## config.mk

```make
export PLATFORM = sky130hd
export DESIGN_NAME = cpu_instruction_timing
export DESIGN_NICKNAME = d
export VERILOG_FILES = /design/src/cpu_timing_pkg.sv /design/src/cpu_instruction_timing.sv /design/src/cpu_opcode_decode.sv
export SDC_FILE = /design/constraint.sdc
export NUM_CORES = 1
export LEC_CHECK = 0
export BUFFER_PORTS_ARGS = -buffer_cell sky130_fd_sc_hd__buf_2
export CORE_MARGIN = 2
export CORE_UTILIZATION = 45
export DETAILED_ROUTE_END_ITERATION = 10
export PLACE_DENSITY = 0.69
export SLEW_MARGIN = 40
export SYNTH_ARGS = -nofsm -noshare
export SYNTH_HDL_FRONTEND = slang
export SYNTH_SLANG_ARGS = --single-unit
```

## constraint.sdc

```tcl
create_clock -name clock -period 2.4 [get_ports clock]
set_input_delay 0.24 -clock clock [delete_from_list [all_inputs] [get_ports clock]]
set_output_delay 0.24 -clock clock [all_outputs]
set_load 0.05 [all_outputs]
```

## src/cpu_timing_pkg.sv

```systemverilog
// Constants, timing tables and types for the instruction timing block
package cpu_timing_pkg;

	typedef enum logic [2:0] {
		MODE_REG, MODE_IND, MODE_DIR, MODE_IMM, MODE_IMPLIED, MODE_OTHER
	} addr_mode_t;

	typedef enum logic [1:0] {
		XT_NONE, XT_EXT_RAM, XT_OFFCHIP, XT_FLASH
	} xtarget_t;

	// Timing entry: [7] conditional branch, [5:4] bytes, [3:0] cycles
	localparam int TIM_COND   = 7;
	localparam int TIM_LEN_HI = 5;
	localparam int TIM_LEN_LO = 4;
	localparam int TIM_CYC_HI = 3;
	localparam int TIM_CYC_LO = 0;

	// Timing per opcode column, indexed by the high nibble (row F first)
	localparam logic [15:0][7:0] TAB_BRANCH = {
		8'h13, 8'h13, 8'h22, 8'h22, 8'h22, 8'h22, 8'h33, 8'h24,
		8'hA2, 8'hA2, 8'hA2, 8'hA2, 8'hB3, 8'hB3, 8'hB3, 8'h11};
	localparam logic [7:0]       TAB_ABS    = 8'h24;
	localparam logic [15:0][7:0] TAB_LONG   = {
		8'h13, 8'h13, 8'h22, 8'h22, 8'h22, 8'h22, 8'h22, 8'h22,
		8'h22, 8'h22, 8'h22, 8'h22, 8'h16, 8'h16, 8'h35, 8'h35};
	localparam logic [15:0][7:0] TAB_MISC   = {
		8'h13, 8'h13, 8'h11, 8'h11, 8'h11, 8'h11, 8'h13, 8'h13,
		8'h14, 8'h33, 8'h33, 8'h33, 8'h11, 8'h11, 8'h11, 8'h11};
	localparam logic [15:0][7:0] TAB_ACC    = {
		8'h11, 8'h11, 8'h11, 8'h11, 8'hB3, 8'h14, 8'h22, 8'h18,
		8'h22, 8'h22, 8'h22, 8'h22, 8'h22, 8'h22, 8'h11, 8'h11};
	localparam logic [15:0][7:0] TAB_DIR    = {
		8'h22, 8'h22, 8'hB3, 8'h22, 8'hB3, 8'h11, 8'h22, 8'h33,
		8'h33, 8'h22, 8'h22, 8'h22, 8'h22, 8'h22, 8'h22, 8'h22};
	localparam logic [15:0][7:0] TAB_IND    = {
		8'h12, 8'h12, 8'h12, 8'h12, 8'hB4, 8'h22, 8'h12, 8'h22,
		8'h22, 8'h12, 8'h12, 8'h12, 8'h12, 8'h12, 8'h12, 8'h12};
	localparam logic [15:0][7:0] TAB_REG    = {
		8'h11, 8'h11, 8'hA2, 8'h11, 8'hB3, 8'h22, 8'h11, 8'h22,
		8'h22, 8'h11, 8'h11, 8'h11, 8'h11, 8'h11, 8'h11, 8'h11};

	// Opcode columns and row masks
	localparam logic [3:0]  COL_BRANCH = 4'h0;
	localparam logic [3:0]  COL_ABS    = 4'h1;
	localparam logic [3:0]  COL_LONG   = 4'h2;
	localparam logic [3:0]  COL_MISC   = 4'h3;
	localparam logic [3:0]  COL_ACC    = 4'h4;
	localparam logic [3:0]  COL_DIR    = 4'h5;
	localparam logic [3:0]  COL_IND_LO = 4'h6;
	localparam logic [3:0]  COL_REG    = 4'h8;
	localparam logic [3:0]  ROW_CJNE   = 4'hB;
	localparam logic [15:0] ROWS_IMM   = 16'h0AFC;
	localparam logic [15:0] ROWS_ARITH = 16'h020C;
	localparam logic [15:0] ROWS_XMOVE = 16'hC000;
	localparam logic [15:0] COLS_XMOVE = 16'h000D;

	// Flag effect mask {carry, aux carry, overflow}
	localparam logic [2:0] FM_NONE  = 3'h0;
	localparam logic [2:0] FM_ARITH = 3'h7;
	localparam logic [2:0] FM_CY_OV = 3'h5;
	localparam logic [2:0] FM_CY    = 3'h4;

	// Single opcodes
	localparam logic [7:0] OP_MUL      = 8'hA4;
	localparam logic [7:0] OP_DIV      = 8'h84;
	localparam logic [7:0] OP_DA       = 8'hD4;
	localparam logic [7:0] OP_RRC      = 8'h13;
	localparam logic [7:0] OP_RLC      = 8'h33;
	localparam logic [7:0] OP_CLR_C    = 8'hC3;
	localparam logic [7:0] OP_SETB_C   = 8'hD3;
	localparam logic [7:0] OP_CPL_C    = 8'hB3;
	localparam logic [7:0] OP_MOV_CBIT = 8'hA2;
	localparam logic [7:0] OP_ORL_C    = 8'h72;
	localparam logic [7:0] OP_ANL_C    = 8'h82;
	localparam logic [7:0] OP_ORL_NC   = 8'hA0;
	localparam logic [7:0] OP_ANL_NC   = 8'hB0;
	localparam logic [7:0] OP_MOV_DD   = 8'h85;
	localparam logic [7:0] OP_LD_DATA_PTR = 8'h90;
	localparam logic [7:0] OP_CODE_PC  = 8'h83;
	localparam logic [7:0] OP_CODE_DP  = 8'h93;
	localparam logic [7:0] OP_ST_IND0  = 8'hF6;
	localparam logic [7:0] OP_ST_IND1  = 8'hF7;
	localparam logic [7:0] OP_CLR_A    = 8'hE4;
	localparam logic [7:0] OP_SWAP     = 8'hC4;
	localparam logic [7:0] OP_RR       = 8'h03;

	// Timing constants
	localparam logic [3:0]  BRANCH_EXTRA       = 4'h2;
	localparam logic [3:0]  ONE_CYCLE          = 4'h1;
	localparam logic [1:0]  ONE_BYTE           = 2'h1;
	localparam logic [15:0] EXT_RAM_LIMIT_DEFAULT = 16'h0800;

endpackage

```

## src/cpu_instruction_timing.sv

```systemverilog
// Instruction sequencer: per-opcode byte and cycle timing of the core
// Contract
// - Opcodes keep standard encoding, addressing mode and flag effects.
// - Execution time counts single clock cycles, no machine cycle groups.
// - Most instructions take as many cycles as program bytes.
// - Taken conditional branch takes two cycles more than not taken.
// - External data move reaches on-chip RAM, off-chip memory, flash.
// - Add and add with carry: reg 1/1, direct/immediate 2/2, indirect 1/2.
// - Subtract-with-borrow uses the same counts as addition.
// - Logic op to direct byte: immediate 3/3, accumulator source 2/2.
// - Clear, complement, rotates and nibble swap take 1 byte, 1 cycle; clear and complement of a direct bit take 2/2.
// - Direct to direct move takes 3 bytes, 3 cycles.
// - Accumulator to indirect RAM takes 1 byte, 2 cycles.
// - Loading data pointer with 16-bit constant takes 3 bytes, 3 cycles.
// - Code byte read into accumulator takes 1 byte, 3 cycles.
// - External data reads and writes take 1 byte, 3 cycles.
// - Push and pop of a direct byte take 2 bytes, 2 cycles.
// - Exchange with register 1/1; with direct byte 2/2.
// - Exchange or low nibble exchange with indirect RAM takes 1/2.
`timescale 1ns/100ps
module cpu_instruction_timing #(
	parameter logic        HAS_EXT_IF = 1'b1,
	parameter logic [15:0] EXT_RAM_LIMIT = cpu_timing_pkg::EXT_RAM_LIMIT_DEFAULT
) (
	// Clock and reset
	input  wire logic                  clock,
	input  wire logic                  resetn,
	// Opcode hand-off
	input  wire logic                  op_valid,
	input  wire logic [7:0]            op_byte,
	input  wire logic                  branch_cond_true,
	output logic                       op_ready_r,
	// External data move steering
	input  wire logic [15:0]           xaddr,
	input  wire logic                  program_store_sel,
	// Execution status
	output logic                       instr_done_r,
	output logic                       operand_fetch_r,
	output logic                       branch_taken_r,
	output logic                       xmove_r,
	output cpu_timing_pkg::xtarget_t   xtarget_r,
	output logic [1:0]                 len_r,
	output logic [3:0]                 total_r,
	output cpu_timing_pkg::addr_mode_t mode_r,
	output logic [2:0]                 flag_mask_r
);

	typedef enum logic {ST_IDLE, ST_EXEC} exec_state_t;

	exec_state_t                state_r;
	exec_state_t                state_nxt;
	logic [3:0]                 cnt_r;
	logic [3:0]                 cnt_nxt;
	logic [1:0]                 fetch_left_r;
	logic [1:0]                 fetch_left_nxt;
	logic                       op_ready_nxt;
	logic                       instr_done_nxt;
	logic                       operand_fetch_nxt;
	logic                       branch_taken_nxt;
	logic                       xmove_nxt;
	cpu_timing_pkg::xtarget_t   xtarget_nxt;
	logic [1:0]                 len_nxt;
	logic [3:0]                 total_nxt;
	cpu_timing_pkg::addr_mode_t mode_nxt;
	logic [2:0]                 flag_mask_nxt;

	logic                       accept;
	logic [1:0]                 dec_len;
	logic [3:0]                 dec_cyc;
	logic                       dec_cond;
	cpu_timing_pkg::addr_mode_t dec_mode;
	logic [2:0]                 dec_flags;
	logic                       dec_xmove;
	logic [3:0]                 total_w;
	cpu_timing_pkg::xtarget_t   target_w;

	////////////////////////////////////////////////////////////////////////
	// Opcode decode
	cpu_opcode_decode i_cpu_opcode_decode (
		.op     (op_valid),
		.opcode (op_byte),
		.len    (dec_len),
		.cyc    (dec_cyc),
		.cond   (dec_cond),
		.mode   (dec_mode),
		.flags  (dec_flags),
		.xmove  (dec_xmove)
	);

	////////////////////////////////////////////////////////////////////////
	// Cycle total and external move target
	always_comb begin
		accept  = op_valid && op_ready_r;
		total_w = dec_cyc;
		if (dec_cond && branch_cond_true) begin
			total_w = 4'(dec_cyc + cpu_timing_pkg::BRANCH_EXTRA);
		end
		if (program_store_sel) begin
			target_w = cpu_timing_pkg::XT_FLASH;
		end else if (xaddr < EXT_RAM_LIMIT || !HAS_EXT_IF) begin
			target_w = cpu_timing_pkg::XT_EXT_RAM;
		end else begin
			target_w = cpu_timing_pkg::XT_OFFCHIP;
		end
	end

	////////////////////////////////////////////////////////////////////////
	// Sequencer next state
	always_comb begin
		state_nxt         = state_r;
		cnt_nxt           = cnt_r;
		fetch_left_nxt    = fetch_left_r;
		op_ready_nxt      = op_ready_r;
		instr_done_nxt    = 1'b0;
		operand_fetch_nxt = 1'b0;
		branch_taken_nxt  = branch_taken_r;
		xmove_nxt         = xmove_r;
		xtarget_nxt       = xtarget_r;
		len_nxt           = len_r;
		total_nxt         = total_r;
		mode_nxt          = mode_r;
		flag_mask_nxt     = flag_mask_r;
		unique case (state_r)
			ST_IDLE: begin
				if (accept) begin
					len_nxt           = dec_len;
					total_nxt         = total_w;
					mode_nxt          = dec_mode;
					flag_mask_nxt     = dec_flags;
					branch_taken_nxt  = dec_cond && branch_cond_true;
					xmove_nxt         = dec_xmove;
					xtarget_nxt       = dec_xmove ? target_w
						: cpu_timing_pkg::XT_NONE;
					fetch_left_nxt    = 2'(dec_len - cpu_timing_pkg::ONE_BYTE);
					operand_fetch_nxt = dec_len > cpu_timing_pkg::ONE_BYTE;
					if (total_w == cpu_timing_pkg::ONE_CYCLE) begin
						instr_done_nxt = 1'b1;
						xmove_nxt      = 1'b0;
					end else begin
						state_nxt    = ST_EXEC;
						op_ready_nxt = 1'b0;
						cnt_nxt      = 4'(total_w - cpu_timing_pkg::ONE_CYCLE);
					end
				end
			end
			ST_EXEC: begin
				cnt_nxt = 4'(cnt_r - cpu_timing_pkg::ONE_CYCLE);
				if (fetch_left_r != 2'h0) begin
					fetch_left_nxt = 2'(fetch_left_r - cpu_timing_pkg::ONE_BYTE);
				end
				operand_fetch_nxt = fetch_left_nxt != 2'h0;
				if (cnt_r == cpu_timing_pkg::ONE_CYCLE) begin
					state_nxt      = ST_IDLE;
					op_ready_nxt   = 1'b1;
					instr_done_nxt = 1'b1;
					xmove_nxt      = 1'b0;
				end
			end
		endcase
	end

	////////////////////////////////////////////////////////////////////////
	// Sequencer registers
	always_ff @(posedge clock or negedge resetn) begin
		if (!resetn) begin
			state_r         <= ST_IDLE;
			cnt_r           <= 4'h0;
			fetch_left_r    <= 2'h0;
			op_ready_r      <= 1'b1;
			instr_done_r    <= 1'b0;
			operand_fetch_r <= 1'b0;
			branch_taken_r  <= 1'b0;
			xmove_r         <= 1'b0;
			xtarget_r       <= cpu_timing_pkg::XT_NONE;
			len_r           <= 2'h0;
			total_r         <= 4'h0;
			mode_r          <= cpu_timing_pkg::MODE_OTHER;
			flag_mask_r     <= cpu_timing_pkg::FM_NONE;
		end else begin
			state_r         <= state_nxt;
			cnt_r           <= cnt_nxt;
			fetch_left_r    <= fetch_left_nxt;
			op_ready_r      <= op_ready_nxt;
			instr_done_r    <= instr_done_nxt;
			operand_fetch_r <= operand_fetch_nxt;
			branch_taken_r  <= branch_taken_nxt;
			xmove_r         <= xmove_nxt;
			xtarget_r       <= xtarget_nxt;
			len_r           <= len_nxt;
			total_r         <= total_nxt;
			mode_r          <= mode_nxt;
			flag_mask_r     <= flag_mask_nxt;
		end
	end

	////////////////////////////////////////////////////////////////////////
	// Checks
	logic [3:0] elapsed_r;
	logic [3:0] elapsed_nxt;

	always_comb begin
		elapsed_nxt = elapsed_r;
		if (accept) begin
			elapsed_nxt = 4'h0;
		end else if (elapsed_r != 4'hF) begin
			elapsed_nxt = 4'(elapsed_r + 4'h1);
		end
	end

	always_ff @(posedge clock or negedge resetn) begin
		if (!resetn) begin
			elapsed_r <= 4'h0;
		end else begin
			elapsed_r <= elapsed_nxt;
		end
	end
endmodule

```

## src/cpu_opcode_decode.sv

```systemverilog
// Opcode decoder: length, cycles, addressing mode and flag effects
`timescale 1ns/100ps
module cpu_opcode_decode (
	// Opcode
	input  wire logic                      op,
	input  wire logic [7:0]                opcode,
	// Decoded attributes
	output logic [1:0]                     len,
	output logic [3:0]                     cyc,
	output logic                           cond,
	output cpu_timing_pkg::addr_mode_t     mode,
	output logic [2:0]                     flags,
	output logic                           xmove
);

	logic [3:0] hi;
	logic [3:0] lo;
	logic [7:0] entry;

	////////////////////////////////////////////////////////////////////////
	// Timing lookup
	always_comb begin
		hi = opcode[7:4];
		lo = opcode[3:0];
		if (lo >= cpu_timing_pkg::COL_REG) begin
			entry = cpu_timing_pkg::TAB_REG[hi];
		end else if (lo >= cpu_timing_pkg::COL_IND_LO) begin
			entry = cpu_timing_pkg::TAB_IND[hi];
		end else if (lo == cpu_timing_pkg::COL_DIR) begin
			entry = cpu_timing_pkg::TAB_DIR[hi];
		end else if (lo == cpu_timing_pkg::COL_ACC) begin
			entry = cpu_timing_pkg::TAB_ACC[hi];
		end else if (lo == cpu_timing_pkg::COL_MISC) begin
			entry = cpu_timing_pkg::TAB_MISC[hi];
		end else if (lo == cpu_timing_pkg::COL_LONG) begin
			entry = cpu_timing_pkg::TAB_LONG[hi];
		end else if (lo == cpu_timing_pkg::COL_ABS) begin
			entry = cpu_timing_pkg::TAB_ABS;
		end else begin
			entry = cpu_timing_pkg::TAB_BRANCH[hi];
		end
		len   = op ? entry[cpu_timing_pkg::TIM_LEN_HI:
			cpu_timing_pkg::TIM_LEN_LO] : 2'h0;
		cyc   = op ? entry[cpu_timing_pkg::TIM_CYC_HI:
			cpu_timing_pkg::TIM_CYC_LO] : 4'h0;
		cond  = op & entry[cpu_timing_pkg::TIM_COND];
		xmove = op & cpu_timing_pkg::ROWS_XMOVE[hi]
			& cpu_timing_pkg::COLS_XMOVE[lo];
	end

	////////////////////////////////////////////////////////////////////////
	// Addressing mode and flag effects
	always_comb begin
		if (lo >= cpu_timing_pkg::COL_REG) begin
			mode = cpu_timing_pkg::MODE_REG;
		end else if (lo >= cpu_timing_pkg::COL_IND_LO) begin
			mode = cpu_timing_pkg::MODE_IND;
		end else if (lo == cpu_timing_pkg::COL_DIR) begin
			mode = cpu_timing_pkg::MODE_DIR;
		end else if (lo == cpu_timing_pkg::COL_ACC) begin
			mode = cpu_timing_pkg::ROWS_IMM[hi] ? cpu_timing_pkg::MODE_IMM
				: cpu_timing_pkg::MODE_IMPLIED;
		end else begin
			mode = cpu_timing_pkg::MODE_OTHER;
		end
		flags = cpu_timing_pkg::FM_NONE;
		if (lo >= cpu_timing_pkg::COL_ACC
			&& cpu_timing_pkg::ROWS_ARITH[hi]) begin
			flags = cpu_timing_pkg::FM_ARITH;
		end else if (lo >= cpu_timing_pkg::COL_ACC
			&& hi == cpu_timing_pkg::ROW_CJNE) begin
			flags = cpu_timing_pkg::FM_CY;
		end
		unique case (opcode)
			cpu_timing_pkg::OP_MUL, cpu_timing_pkg::OP_DIV: begin
				flags = cpu_timing_pkg::FM_CY_OV;
			end
			cpu_timing_pkg::OP_DA, cpu_timing_pkg::OP_RRC,
			cpu_timing_pkg::OP_RLC, cpu_timing_pkg::OP_CLR_C,
			cpu_timing_pkg::OP_SETB_C, cpu_timing_pkg::OP_CPL_C,
			cpu_timing_pkg::OP_MOV_CBIT, cpu_timing_pkg::OP_ORL_C,
			cpu_timing_pkg::OP_ANL_C, cpu_timing_pkg::OP_ORL_NC,
			cpu_timing_pkg::OP_ANL_NC: begin
				flags = cpu_timing_pkg::FM_CY;
			end
			default: begin
				flags = flags;
			end
		endcase
	end

endmodule

```

# Yosys cells after proc, flatten, opt, wreduce, memory -nomap -nowiden
# Memories as Yosys holds them, arrays and structs flattened.
# Index checks and enable logic that the tools add are counted.
# word_totals
regBits,26
rom_bits,960
input_bits,29
memories,11
# classes
n_addsub,5
magnitude_cmp,7
n_eq_ne,24
muxes,57
bitwise,4
reduce_logical,12
# mem_list
memory,words,width,rd,rd_clocked_by_memory_dff,wr,line_no,text
(name not given),16,8,1,0,0,cpu_opcode_decode.sv:26,entry = cpu_timing_pkg::TAB_REG[hi];
(name not given),16,8,1,0,0,cpu_opcode_decode.sv:32,entry = cpu_timing_pkg::TAB_ACC[hi];
(name not given),16,8,1,0,0,cpu_opcode_decode.sv:34,entry = cpu_timing_pkg::TAB_MISC[hi];
(name not given),16,8,1,0,0,cpu_opcode_decode.sv:36,entry = cpu_timing_pkg::TAB_LONG[hi];
(name not given),16,8,1,0,0,cpu_opcode_decode.sv:40,entry = cpu_timing_pkg::TAB_BRANCH[hi];
(name not given),16,8,1,0,0,cpu_opcode_decode.sv:28,entry = cpu_timing_pkg::TAB_IND[hi];
5 more memories,n/a,n/a,n/a,n/a,n/a,n/a,
# ops
op,n
8-bit two-way mux,14
8-bit == test (second input constant),10
3-bit two-way mux,7
1-bit two-way mux,17
16-bit by 12-bit < comparator with 1-bit output (second input constant),1
4-bit two-way mux,4
2-bit two-way mux,7
4-bit by 1-bit == test with 1-bit output (second input constant),3
11-bit OR reduction,1
4-bit by 5-bit < comparator with 1-bit output (second input constant),2
1-bit case mux with 2 select lines,5
4-bit by 2-bit == test with 1-bit output (second input constant),2
4-bit by 3-bit == test with 1-bit output (second input constant),2
8-bit by 5-bit == test with 1-bit output (second input constant),1
8-bit by 6-bit == test with 1-bit output (second input constant),1
8-bit by 7-bit == test with 1-bit output (second input constant),1
4-bit by 3-bit greater-or-equal comparator with 1-bit output (second input constant),2
4-bit case mux with 2 select lines,1
4-bit by 1-bit subtractor with 4-bit output (second input constant),2
3-bit case mux with 2 select lines,1
2-bit AND reduction,3
4-bit by 2-bit adder with 4-bit output (second input constant),1
4-bit == test (second input constant),1
4-bit greater-or-equal comparator (second input constant),1
11 further kinds,19

# Logic depth before layout (Yosys ltp)
# logic_depth
word_depth,16
ltp_mapped,14

# Modules after synthesis
# Synthesis repeated with hierarchy kept, for this count alone.
# unflattened
hier_cells,304
hier_area_um2,2363.5
# modules_own_cells
module,n_inst,cells_per_inst,area_each_um2,seq_area_each_um2
cpu_instruction_timing,1,132,1293.7,654.4
cpu_opcode_decode,1,172,1069.8,0.0

# Worst setup path after synthesis
# OpenSTA, ideal clock, no wires.
# synth_path
kind,in2reg
from,in op_byte[6]
to,reg cnt_r[3]
setup_time_ps,137
t_arrival_ps,2740
t_required_ps,2263
slack_ps,-477
stages,13
path_buffers,1
path_cell_list,buf_6 > inv_1 > ha_1 > nand2b_1 > o2111a_1 > a2111oi_2 > o21a_2 > ha_1 > or2_2 > mux2_4 > o21bai_4 > nor3b_1 > a221oi_2
# synth_between
elab_chain_len,16
# synth_lines
element,line_no,text
start: declaration,cpu_instruction_timing.sv:30,"input wire logic [7:0] op_byte,"
memory 16 x 8 bit,n/a,
8-bit two-way mux (implied by the code),cpu_opcode_decode.sv:40,
8-bit two-way mux,cpu_opcode_decode.sv:37,end else if (lo == cpu_timing_pkg::COL_ABS) begin
8-bit two-way mux,cpu_opcode_decode.sv:35,end else if (lo == cpu_timing_pkg::COL_LONG) begin
8-bit two-way mux,cpu_opcode_decode.sv:33,end else if (lo == cpu_timing_pkg::COL_MISC) begin
8-bit two-way mux,cpu_opcode_decode.sv:31,end else if (lo == cpu_timing_pkg::COL_ACC) begin
8-bit two-way mux,cpu_opcode_decode.sv:29,end else if (lo == cpu_timing_pkg::COL_DIR) begin
8-bit two-way mux,cpu_opcode_decode.sv:27,end else if (lo >= cpu_timing_pkg::COL_IND_LO) begin
8-bit two-way mux *,cpu_opcode_decode.sv:25,if (lo >= cpu_timing_pkg::COL_REG) begin
4-bit two-way mux or 1-bit AND (tied branches),"cpu_opcode_decode.sv:44, cpu_opcode_decode.sv:46",
4-bit by 2-bit adder with 4-bit output or 1-bit logical AND (tied branches),"cpu_instruction_timing.sv:96, cpu_instruction_timing.sv:95",
4-bit two-way mux *,cpu_instruction_timing.sv:95,if (dec_cond && branch_cond_true) begin
4-bit by 1-bit subtractor with 4-bit output,cpu_instruction_timing.sv:142,cnt_nxt = 4'(total_w - cpu_timing_pkg::ONE_CYCLE);
4-bit two-way mux,cpu_instruction_timing.sv:136,if (total_w == cpu_timing_pkg::ONE_CYCLE) begin
4-bit two-way mux,cpu_instruction_timing.sv:125,if (accept) begin
4-bit case mux with 2 select lines,cpu_instruction_timing.sv:123,unique case (state_r)
end signal: assignment,cpu_instruction_timing.sv:181,cnt_r <= cnt_nxt;
end: declaration,cpu_instruction_timing.sv:52,logic [3:0] cnt_r;
# Mark *: on every way between the ends. The rest lies on a longest branch, timed or not. The select of a mux whose other input is x is not followed.
# A chain may end at the register's enable or synchronous reset.

# Worst setup path in the final report
# layout_path
from,in op_byte[6]
to,reg cnt_r[0]
# The elaborated chain is that of the path after synthesis.

==> results.rst <==
.. list-table::
   :header-rows: 1

   * - Metric
     - Value
   * - Flops & latches, synth
     - 26
   * - Worst endpoint data arrival time
     - 2570 ps
   * - Design Power
     - 0.00215 W
   * - Result of the run
     - finished with violations
   * - Clock Pin Slew Worst Setup and Hold Paths
     - 90 ps
   * - Avg Synthesized Cell Area
     - 8.57 sq um
   * - Worst-Margin Slew
     - 561 ps
   * - Leakage component of the power
     - 1.57 nW
   * - Portion of synthesized cell area occupied by the leading cell type
     - 0.265
   * - Synth area leader
     - sky130_fd_sc_hd__dfrtp_1
   * - Die Wd
     - 73.5 um
   * - Routed Antenna Nets
     - 0
   * - Setup-violating endpoint count in the final report
     - 4
   * - Maximum root-to-sink buffer count
     - 2
   * - Root buffer cell
     - sky130_fd_sc_hd__clkbuf_8
   * - Power per unit of standard cell area
     - 664 nW/um^2
   * - IO Count
     - 48
   * - Gate count after technology mapping
     - 254
   * - Nets@finish
     - 409
   * - Part of the cycle the worst path needs
     - 1.00
   * - Most numerous cell types in the synthesized netlist
     - sky130_fd_sc_hd__nand2_1, sky130_fd_sc_hd__dfrtp_1, sky130_fd_sc_hd__nor2_1, sky130_fd_sc_hd__o21ai_0, sky130_fd_sc_hd__a21oi_1
   * - Buffers on Ports
     - 36
   * - Synth cell types
     - 73
   * - Total overflow reported by the global router
     - 0
   * - Summed instance area of the synthesized netlist
     - 2180 sq um
   * - Pin count of the biggest net entering global routing
     - 27
   * - Startpoint Class
     - input port
   * - DP Wirelength
     - 4840 um
   * - Leading register cell type out of synthesis
     - sky130_fd_sc_hd__dfrtp_1
   * - Worst clock skew on the final layout
     - 5.27 ps
   * - Post-layout worst setup margin
     - -9.95 ps
   * - Worst Hold Class
     - input port to flip-flop
   * - Count of flip-flops with a built-in enable after synthesis
     - 0
   * - Final Core Density
     - 0.689
   * - Via count of the first global-routing pass
     - 2192
   * - Antenna violations before repair
     - 0
   * - Die outline area
     - 5410 sq um
   * - Type of the worst setup path
     - input port to flip-flop
   * - Final Hold Viols
     - 0
   * - Global-route usage over all layers
     - 0.237
   * - Clock Sink Count
     - 26
   * - Critical path fanouts, max
     - 5
   * - Max-cap violations
     - 0
   * - Area contributors post-synth
     - sky130_fd_sc_hd__dfrtp_1, sky130_fd_sc_hd__nand2_1, sky130_fd_sc_hd__ha_1
   * - WL per Instance
     - 14.5 um
   * - Via count
     - 2329
   * - Rows
     - 25
   * - Antenna Cells
     - 0
   * - Worst-Skew Late Latency
     - 270 ps
   * - Max_slew headroom
     - 0.626
   * - Most frequent cell after synthesis
     - sky130_fd_sc_hd__nand2_1
   * - Starting utilization of the core area
     - 0.464
   * - Violation count after the first detailed-routing iteration
     - 128
   * - H-tree lvl count
     - 1
   * - Number of remaining DRC errors
     - 0
   * - Detailed Route WL
     - 6140 um
   * - Total count of max-transition violations in the final report
     - 0
   * - Final worst path period need
     - 2410 ps
   * - Highest clock frequency the design can meet
     - 0.415 GHz
   * - Fraction of final layout cells with drive strength greater than 1
     - 0.458
   * - CORE AREA
     - 4690 sq um
   * - RSZ-0062 raised after global routing
     - true
   * - Flop2flop setup slack
     - 730 ps
   * - CTS tree
     - done
   * - Net Count, Synth
     - 293
   * - Critical path data required time
     - 2560 ps
   * - Warnings from Yosys
     - 0
   * - First-pass GRT wire length
     - 9890 um
   * - Number of detailed-route iterations in the first pass
     - 4
   * - Kind of capture point of the worst setup path
     - flip-flop
   * - DP Worst Slack
     - -371 ps
   * - Fraction of registers with async set or reset after synthesis
     - 1.00
   * - Max VDD drop
     - 0.391 mV
   * - Number of CTS-inserted buffers
     - 3
   * - Placer Congestion
     - 0.957
   * - Violations in the final reports
     - setup timing
   * - Post-synthesis sequential area ratio
     - 0.301
   * - Die height
     - 73.5 um
   * - Vias/cell
     - 5.51
   * - Growth of design area from synthesis to finish
     - 48.5%
[sequential cells by signal, indices dropped and copies added (netlist names)]
register / flops
xtarget_r: 2
mode_r: 3
fetch_left_r: 2
xmove_r: 1
len_r: 2
op_ready_r: 1
total_r: 4
cnt_r: 4
state_r: 1
operand_fetch_r: 1
instr_done_r: 1
branch_taken_r: 1
flag_mask_r: 3
[final cells by class]
cell class	count	area, sq um
sequential	26	654
multi-input combinational	201	1520
inverter	11	51.3
timing repair buffer	127	893
tap	54	67.6
clock buffer	4	45.0
fill	375	1460
[critical path: stages]
cell                       delay, ps
sky130_fd_sc_hd__buf_6           110
sky130_fd_sc_hd__nand3b_1        220
sky130_fd_sc_hd__o31ai_4         360
sky130_fd_sc_hd__o211ai_1        150
sky130_fd_sc_hd__o21a_2          260
sky130_fd_sc_hd__ha_4            240
sky130_fd_sc_hd__or2_4           210
sky130_fd_sc_hd__mux2_4          290
sky130_fd_sc_hd__o21bai_4        190
sky130_fd_sc_hd__mux2i_1         200
sky130_fd_sc_hd__mux2i_1          80
[report_power, final]
part           internal (W)  total [W]  switching (W)
clock network      0.000119   0.000255       0.000136
registers          0.000605   0.000717       0.000112
logic              0.000433    0.00117       0.000742
total               0.00116    0.00215       0.000989
[per-layer routing]
layer	part of all wire	GRT usage	vias up
met4	0.016	0.0808	0
met2	0.51	0.429	57
met5	0	0	-
li1	-	-	1155
met1	0.44	0.292	1110
met3	0.031	0.0192	7
[cell families after synthesis]
family                   count (synthesis)  share of synthesized area
AND/OR/NAND/NOR                        103                      0.250
multiplexers                             9                     0.0443
XOR/XNOR                                 6                     0.0276
flip-flops                              26                      0.301
buffers and inverters                   27                     0.0673
AO/OA/AOI/OAI                           73                      0.253
adder cells (fa/ha/maj)                 10                     0.0575
[timing repair]
action / in CTS / in global routing
endpoints found under the hold margin: 23 / 0
pin swaps: 9 / 6
setup endpoints to repair: 4 / 6
hold buffers: 1 / 0
setup buffers: 6 / 3
resized for setup: 20 / 7
[worst paths after layout]
kind,startpoint,endpoint,cells after the start
worst min-delay path,program_store_sel,xtarget_r[1],3
max in group asynchronous,resetn,mode_r[0],2
worst max register to register,op_ready_r,flag_mask_r[2],6
worst max-delay path,op_byte[6],cnt_r[0],11
worst min register to register,mode_r[0],mode_r[0],2
min in group asynchronous,resetn,total_r[2],2
[layout by cell type (no fill, tap or decap), types with 3 or more instances in the layout]
| cell type | count |
|---|---|
| sky130_fd_sc_hd__nand3_1 | 9 |
| sky130_fd_sc_hd__nor3_1 | 5 |
| sky130_fd_sc_hd__buf_2 | 31 |
| sky130_fd_sc_hd__a21oi_1 | 10 |
| sky130_fd_sc_hd__o31ai_1 | 3 |
| sky130_fd_sc_hd__clkbuf_8 | 3 |
| sky130_fd_sc_hd__xor2_1 | 3 |
| sky130_fd_sc_hd__a31oi_1 | 4 |
| sky130_fd_sc_hd__dfstp_2 | 3 |
| sky130_fd_sc_hd__dfrtp_1 | 23 |
| sky130_fd_sc_hd__a22o_1 | 3 |
| sky130_fd_sc_hd__nand2b_1 | 6 |
| sky130_fd_sc_hd__inv_1 | 8 |
| sky130_fd_sc_hd__buf_4 | 91 |
| sky130_fd_sc_hd__ha_1 | 8 |
| sky130_fd_sc_hd__o211ai_1 | 3 |
| sky130_fd_sc_hd__buf_6 | 4 |
| sky130_fd_sc_hd__nand4_1 | 3 |
| sky130_fd_sc_hd__o21ai_0 | 14 |
| sky130_fd_sc_hd__mux2i_1 | 7 |
| sky130_fd_sc_hd__o21ai_1 | 4 |
| sky130_fd_sc_hd__nand2_1 | 36 |
| sky130_fd_sc_hd__nor2_1 | 18 |
[stage by stage]
step	cells	instance area (sq um)	hold WS, ps	TNS [ps]
floorplan	254	2240	-55.6	-712
global placement	409	2980	260	-2100
detailed placement	409	2980	261	-2460
CTS	420	3190	208	0
global route	423	3230	225	-407
finish	423	3230	205	-21.7
(Power assumes the default switching activity.)
